--- src/rbs_cfg.svh ---
// Constants for the reset and boot strap configuration block.
// Assumes a single 100 MHz system clock and an asynchronous active-low reset pin.
// Function
// - Reset aborts activity, restarts at boot vector
// - Reset accepted asynchronously, synchronized internally
// - First fetch about 6.5 clocks after release
// - Power-on I/O defaults: normal, pulldown, pullup
// - High-byte strap low restores I/O 26, 29
// - I/O 4,5,7,8,9 offer pullup input setting
// - Ready pin I/O 6 offers pulldown setting
// - Boot width strap latched at reset release
// - 8-bit boot lets software change upper width
// - Status bit 2 drives memory/io, floats on hold
`ifndef RBS_CFG_SVH
`define RBS_CFG_SVH
`define RBS_BOOT_VECTOR 20'hffff0
`define RBS_FETCH_DELAY 3'h6
`define RBS_SYNC_LAT 3'h3
`define RBS_PIO_NUM 32
`define RBS_PIO_NORMAL 32'h000003f0
`define RBS_PIO_PULLDN 32'h00000402
`define RBS_PIO_PULLUP_OPT 32'h000003b0
`define RBS_PIO_PULLDN_OPT 32'h00000040
`define RBS_PIO_STRAP_BACK 32'h24000000
`define RBS_CFG_RESET 32'h00000000
`endif

--- src/rbs_pkg.sv ---
// Types for the reset and boot strap configuration block.
// Assumes rbs_cfg.svh holds the numeric constants.
package rbs_pkg;
	typedef enum logic [1:0] {
		RBS_ST_RESET = 2'b00,
		RBS_ST_WAIT = 2'b01,
		RBS_ST_RUN = 2'b10
	} rbs_state_type;

	typedef struct packed {
		logic [31:0] pio_en;
		logic [31:0] pio_dir_out;
		logic [31:0] pio_pullup;
		logic [31:0] pio_pulldn;
	} rbs_pio_type;

	typedef struct packed {
		logic sync1;
		logic sync2;
		logic sync_prev;
		rbs_state_type state;
		logic [2:0] cnt;
		logic boot8;
		logic hb_low;
		logic core_clear;
		logic fetch_start;
		logic [19:0] fetch_addr;
		logic upper8;
		rbs_pio_type programmable_io;
		logic s2_out;
		logic s2_oe;
	} rbs_state_rec_type;
endpackage

--- src/rbs_top.sv ---
// Reset entry, strap capture and power-on pin defaults.
// Assumes straps are driven resistively and inputs other than nrst and system_init_in_n are synchronous to clk_sys.
`timescale 1ns/1ns
`default_nettype none
`include "rbs_cfg.svh"
module rbs_top
	import rbs_pkg::*;
(
	input wire logic clk_sys,
	input wire logic nrst,
	input wire logic system_init_in_n,
	input wire logic boot_width_strap_in,
	input wire logic high_byte_strap_in,
	input wire logic bus_cycle_active,
	input wire logic bus_cycle_mem,
	input wire logic bus_hold,
	input wire logic cfg_wr,
	input wire rbs_pio_type cfg_pio,
	input wire logic cfg_upper8,
	output logic core_clear,
	output logic fetch_start,
	output logic [19:0] fetch_addr,
	output logic boot8_mode,
	output logic upper_mem_select_8bit,
	output rbs_pio_type pio_cfg,
	output logic cycle_status_bit2_out,
	output logic cycle_status_bit2_oe
);
	rbs_state_rec_type st_r;
	rbs_state_rec_type st_nxt;
	logic rel_edge;
	rbs_pio_type pio_def;

	////////////////////////////////////////////////////////////////
	always_comb begin
		st_nxt = st_r;
		rel_edge = st_r.sync2 & ~st_r.sync_prev;
		pio_def.pio_en = ~`RBS_PIO_NORMAL;
		if (st_r.hb_low) begin
			pio_def.pio_en = ~(`RBS_PIO_NORMAL | `RBS_PIO_STRAP_BACK);
		end
		pio_def.pio_dir_out = '0;
		pio_def.pio_pulldn = `RBS_PIO_PULLDN;
		pio_def.pio_pullup = ~(`RBS_PIO_PULLDN | `RBS_PIO_NORMAL);
		// Two-flop synchronizer, second stage only is used
		st_nxt.sync1 = system_init_in_n;
		st_nxt.sync2 = st_r.sync1;
		st_nxt.sync_prev = st_r.sync2;
		st_nxt.fetch_start = 1'b0;
		case (st_r.state)
			RBS_ST_RESET: begin
				st_nxt.core_clear = 1'b1;
				st_nxt.cnt = '0;
				st_nxt.programmable_io = pio_def;
				st_nxt.upper8 = 1'b0;
				if (rel_edge) begin
					st_nxt.boot8 = ~boot_width_strap_in;
					st_nxt.hb_low = ~high_byte_strap_in;
					st_nxt.state = RBS_ST_WAIT;
				end
			end
			RBS_ST_WAIT: begin
				// Release edge already costs three sync stages
				st_nxt.cnt = st_r.cnt + 3'h1;
				st_nxt.programmable_io = pio_def;
				if (st_r.cnt == `RBS_FETCH_DELAY - `RBS_SYNC_LAT) begin
					st_nxt.core_clear = 1'b0;
					st_nxt.fetch_start = 1'b1;
					st_nxt.fetch_addr = `RBS_BOOT_VECTOR;
					st_nxt.state = RBS_ST_RUN;
				end
			end
			RBS_ST_RUN: begin
				if (cfg_wr) begin
					// Pulldown only where the pin supports it; pullup on every pin except I/O 6
					st_nxt.programmable_io.pio_en = cfg_pio.pio_en;
					st_nxt.programmable_io.pio_dir_out = cfg_pio.pio_dir_out;
					st_nxt.programmable_io.pio_pullup = cfg_pio.pio_pullup
						& ~`RBS_PIO_PULLDN_OPT;
					st_nxt.programmable_io.pio_pulldn = cfg_pio.pio_pulldn
						& (`RBS_PIO_PULLDN | `RBS_PIO_PULLDN_OPT);
					if (st_r.boot8) begin
						st_nxt.upper8 = cfg_upper8;
					end
				end
			end
			default: begin
				st_nxt.state = RBS_ST_RESET;
			end
		endcase
		if (!st_r.sync2) begin
			st_nxt.state = RBS_ST_RESET;
			st_nxt.core_clear = 1'b1;
			st_nxt.fetch_start = 1'b0;
		end
		st_nxt.s2_oe = bus_cycle_active & ~bus_hold & (st_r.state == RBS_ST_RUN);
		st_nxt.s2_out = bus_cycle_active ? bus_cycle_mem : 1'b1;
	end

	always_ff @(posedge clk_sys or negedge nrst) begin
		if (!nrst) begin
			st_r <= '0;
			st_r.core_clear <= 1'b1;
			st_r.state <= RBS_ST_RESET;
			st_r.fetch_addr <= `RBS_BOOT_VECTOR;
			st_r.s2_out <= 1'b1;
		end else begin
			st_r <= st_nxt;
		end
	end

	////////////////////////////////////////////////////////////////
	assign core_clear = st_r.core_clear;
	assign fetch_start = st_r.fetch_start;
	assign fetch_addr = st_r.fetch_addr;
	assign boot8_mode = st_r.boot8;
	assign upper_mem_select_8bit = st_r.upper8;
	assign pio_cfg = st_r.programmable_io;
	assign cycle_status_bit2_out = st_r.s2_out;
	assign cycle_status_bit2_oe = st_r.s2_oe;
endmodule
`default_nettype wire

--- config.mk ---
export PLATFORM = sky130hd
export DESIGN_NAME = rbs_top
export DESIGN_NICKNAME = d
export VERILOG_FILES = /design/src/rbs_pkg.sv /design/src/rbs_top.sv
export VERILOG_INCLUDE_DIRS = /design/src
export SDC_FILE = /design/constraint.sdc
export NUM_CORES = 1
export LEC_CHECK = 0
export ABC_AREA = 1
export BUFFER_PORTS_ARGS = -buffer_cell sky130_fd_sc_hd__buf_4
export CORE_ASPECT_RATIO = 1.2
export CORE_MARGIN = 2
export CORE_UTILIZATION = 42
export DETAILED_ROUTE_END_ITERATION = 16
export PLACE_DENSITY = 0.78
export SYNTH_ARGS = -nofsm -noshare
export SYNTH_HDL_FRONTEND = slang
export SYNTH_SLANG_ARGS = --single-unit
--- constraint.sdc ---
create_clock -name clk_sys -period 1.1 [get_ports clk_sys]
set_clock_uncertainty 0.05 [all_clocks]
set_input_delay 0.055 -clock clk_sys [delete_from_list [all_inputs] [get_ports clk_sys]]
set_output_delay 0.055 -clock clk_sys [all_outputs]
set_load 0.03 [all_outputs]
# Yosys cells after proc, flatten, opt, wreduce, memory -nomap -nowiden
# Index checks and enable logic that the tools add are counted.
dict set report totals {
  register_bits 143
  input_bits 138
}
dict set report classes {
  n_addsub 1
  eq_ne 9
  n_mux 15
  bitwise 7
  reduce_logical 10
}
# operator count
set op_table {}
lappend op_table {{$pmux W128 S2} 1}
lappend op_table {{$mux W129} 1}
lappend op_table {{$mux W30} 1}
lappend op_table {{$mux W22} 1}
lappend op_table {{$mux W21} 1}
lappend op_table {{$mux W2} 4}
lappend op_table {{$ne A2 B2 Y1 const B} 3}
lappend op_table {{$ne A3 B3 Y1 const B} 2}
lappend op_table {{$pmux W2 S3} 1}
lappend op_table {{$pmux W3 S2} 1}
lappend op_table {{$reduce_and A2 Y1} 3}
lappend op_table {{$reduce_and A3 Y1} 2}
lappend op_table {{$reduce_bool A2 Y1} 3}
lappend op_table {{$not A1 Y1} 4}
lappend op_table {{$pmux W1 S2} 2}
lappend op_table {{$add A3 B1 Y3 const B} 1}
lappend op_table {{$and A1 B1 Y1} 3}
lappend op_table {{$eq A3 B2 Y1 const B} 1}
lappend op_table {{$ne A3 B1 Y1 const B} 1}
lappend op_table {{$eq A2 B1 Y1 const B} 1}
lappend op_table {{$eq A2 B2 Y1 const B} 1}
lappend op_table {{$logic_not A2 Y1} 1}
lappend op_table {{$mux W1} 2}
lappend op_table {{$reduce_or A2 Y1} 1}

# Longest topological paths before layout
dict set report depth {
  word_depth 5
  depth_mapped 8
}

# Worst setup path after synthesis
# Ideal clock, no wire load.
dict set report synth_timing {
  path_kind {register -> register}
  startpoint {register st_r[159] (netlist bit)}
  endpoint {register st_r, in the netlist pio_cfg[42]}
  setup_ns 0.117
  arrival_ns 1.047
  path_slack_ns -0.114
  path_stages_with_launch 9
  n_path_buf 2
  synth_period_minus_slack_ns 1.214
  cell_sequence {dfrtp_1 buf_4 inv_4 nor2_8 nand2_4 inv_4 buf_2 nand2_1 nand2_1}
}
dict set report synth_via {
  elab_chain_cells 4
  elab_cells_between_ends 8
  classes_between {3 x eq/ne; 1 x mux; 4 x reduce/logical}
}
# element line
set synth_rtl {}
lappend synth_rtl {{start: declaration} rbs_top.sv:29} ;# rbs_state_rec_type st_r;
lappend synth_rtl {{start signal: assignment} rbs_top.sv:108} ;# st_r <= st_nxt;
lappend synth_rtl {{$eq A2 B1 Y1 / $logic_not A2 Y1 (equally long branches)} rbs_top.sv:50} ;# case (st_r.state)
lappend synth_rtl {{$reduce_or A2 Y1 (no source line)} n/a}
lappend synth_rtl {{$reduce_bool A2 Y1 (no source line)} n/a}
lappend synth_rtl {{$reduce_and A2 Y1 (no source line)} n/a}
# Parallel ways exist; a longest one is shown, timed or not.
# A chain may end at the register's enable or synchronous reset.

# Final worst setup path
dict set report layout_timing {
  startpoint {register st_r[159] (netlist bit)}
  endpoint {register st_r, in the netlist pio_cfg[60]}
}
# The elaborated chain is that of the path after synthesis.

==> reports/qor.txt <==
run status: finished with violations
failing checks: negative setup slack
fin nets: 1,022
GRT Resource Usage Total: 0.231
Syn Area/Cell: 8.89 um^2
internal power: 8.40 mW
H-tree depth: 4
post-route setup slack: -198 ps
Max rail drop VDD: 0.940 mV
Top FF cell, synth: dfrtp_1
RR Startpoint: st_r[159]
largest net degree at the start of global routing: 69
standard-cell rows: 46
multi-input logic area: 0.00212 mm^2
grt total ovfl: 0
routability cong.: 0.804
Ports: 292
mean routed wirelength per cell: 17.9 um
DRT iter0 DRCs: 560
Crit Path Max Fanout: 14
clock transition at the registers of the reported paths: 50 ps
ys async rst share: 1.00
Chip Height: 132 um
Sw Ratio: 0.248
area of the mapped netlist: 0.00576 mm^2
worst reg-to-reg setup slack: -200 ps
Worst Hold Class: in -> async
Gate power share: 0.147
distinct cell type count after synthesis: 25
Die X: 111 um
Final Max Tran Viols: 0
dominant cell type by area after synthesis: dfrtp_1
CTS tree: built
initial antenna violation count: 0
post-synth top area share: 0.482
Worst setup endpoint: pio_cfg[60]
DP HPWL: 9.73 mm
register area share after synthesis: 0.491
fin crit period: 1300 ps
area of the die: 0.0147 mm^2
CP required: 1340 ps
DR vias/cell: 5.08
core area: 0.0133 mm^2
Worst-Skew Late Latency: 400 ps
cells after synthesis: 648
Yosys warnings: 0
LEAKAGE: 4.20 nW
CP Class: reg -> reg
clock share of power: 0.468
crit start category: flip-flop
DR pass1 iterations: 5
area delta synth->final: 57.7%
global-route wire length before repair: 27.2 mm
R2R depth: 6
Power Density: 1230 mW/mm^2
WP data arrival: 1530 ps
Seq pwr share: 0.385
total CTS buffers: 17
drt total wl: 19.0 mm
I/O Buffers: 211
final worst-path cycle share: 1.18
RSZ-0062 raised after global routing: yes
share of layout cells above drive strength 1: 0.390
Initial Util: 0.433
number of global-route vias before repair: 5,323
endpoint class of the critical path: flip-flop
number of synthesized flops with an enable pin: 0
Final Hold Viols: 0
dpl cells: 904
Net Switching: 2.77 mW
final core occ: 0.683
Sink Count: 113
Longest Clk Path Bufs: 2
Seq cells post-synth: 113
Setup-failing EPs final: 110
Filler Cells Inserted: 946
Worst R2R End: pio_cfg[60]
Max Cap Viol: 0
sequential cell area: 0.00284 mm^2
clk root buf: clkbuf_16
# DRC: 0
Peak Freq: 0.771 GHz
ANT cells: 0
CP Launch Point: st_r[159]
top post-synthesis cells by area: dfrtp_1, buf_4, nand2_1
Fin Hold WS: 154 ps
antenna-violating nets left: 0
Post-Layout Cell Count: 1,061
vias post-DR: 5,386
==> synth_stat cells (4+ instances only) <==
cell type,n
nand2_1,165
o21ai_0,4
buf_1,4
dfrtp_1,111
buf_2,18
nand3_1,99
a31oi_1,50
inv_1,7
buf_4,151
clkbuf_1,15
nor2_1,4
==> cells by family after synthesis <==
| group | after synthesis | share of synthesized area |
|---|---|---|
| other cells | 2 | 0.00130 |
| compound gates | 58 | 0.0623 |
| flops | 113 | 0.491 |
| buf+inv | 200 | 0.236 |
| fa+ha+maj | 2 | 0.00434 |
| simple gates | 273 | 0.205 |
==> worst min path at each step <==
stage,start,end,cells after the start
after floorplan,nrst,boot8_mode,0
after global placement,nrst,pio_cfg[54],2
after detailed placement,nrst,pio_cfg[51],2
after CTS,cfg_wr,pio_cfg[104],5
after global routing,nrst,st_nxt[160],3
final,nrst,pio_cfg[51],3
==> registers in the layout (all words and copies together) (netlist names) <==
| name | count |
|---|---|
| boot8_mode | 1 |
| core_clear | 1 |
| cycle_status_bit2_out | 1 |
| st_nxt | 2 |
| pio_cfg | 98 |
| fetch_start | 1 |
| upper_mem_select_8bit | 1 |
| cycle_status_bit2_oe | 1 |
| st_r | 7 |
==> worst max-delay path, cell delays in order, from the launching register on <==
cell       delay [ps]
dfrtp_4           460
inv_6              50
nor2_8            160
nand2_8           110
clkbuf_16         200
nand3_1            90
nand2_1            60
==> timing repair <==
item	in CTS	in global routing
pin swaps	2	6
setup endpoints to repair	112	121
hold endpoints to repair	217	0
gates cloned	2	8
setup buffers	1	10
gates resized for setup	27	79
hold buffers	106	0
==> through the flow <==
stage | instance area (um^2) | total power [mW] | setup TNS [ps] | worst slack (ps)
after floorplan | 5960 | 5.11 | -5580 | -102
after global placement | 6660 | 5.52 | -19390 | -227
after detailed placement | 6660 | 5.53 | -21640 | -255
after CTS | 8450 | 11.1 | -16090 | -181
after global routing | 9080 | 11.6 | -21560 | -239
final | 9080 | 11.2 | -16260 | -198
==> layer usage <==
| metal | part of all wire | GRT usage |
|---|---|---|
| met1 | 0.36 | 0.262 |
| met2 | 0.52 | 0.400 |
| met3 | 0.074 | 0.0510 |
| met4 | 0.052 | 0.135 |
| met5 | 0 | 0 |
==> power groups by stage <==
stage / Clock, mW / Combinational, mW / Sequential, mW
after floorplan: 0 / 0.719 / 4.39
after global placement: 0 / 1.15 / 4.37
after detailed placement: 0 / 1.16 / 4.37
after CTS: 5.28 / 1.52 / 4.30
after global routing: 5.50 / 1.75 / 4.31
final: 5.23 / 1.65 / 4.30
==> layout make-up <==
type / count / share of cell area
well taps: 168 / 0.0231
multi-input cells: 384 / 0.233
inverters: 10 / 0.00840
clock inverters: 7 / 0.00937
clock buffers: 23 / 0.0515
repair buffers: 356 / 0.362
flip-flops and latches: 113 / 0.312
==> cell usage in the layout (no fill, tap or decap), types with 2 or more instances in the layout <==
| master | n |
|---|---|
| a31oi_1 | 38 |
| nand2_1 | 156 |
| buf_6 | 15 |
| clkinv_2 | 5 |
| buf_4 | 216 |
| buf_8 | 2 |
| clkbuf_16 | 23 |
| nor2_2 | 2 |
| bufinv_16 | 2 |
| nand2_8 | 2 |
| buf_12 | 6 |
| nand3_1 | 68 |
| nand3_2 | 30 |
| conb_1 | 50 |
| dfrtp_1 | 109 |
| a31oi_4 | 4 |
| a31oi_2 | 8 |
| o21ai_0 | 3 |
| buf_16 | 5 |
| clkbuf_8 | 2 |
| dlygate4sd3_1 | 106 |
| dfstp_2 | 2 |
| clkbuf_1 | 4 |
| nand2_2 | 9 |
| inv_1 | 7 |
(Power assumes the default switching activity.)
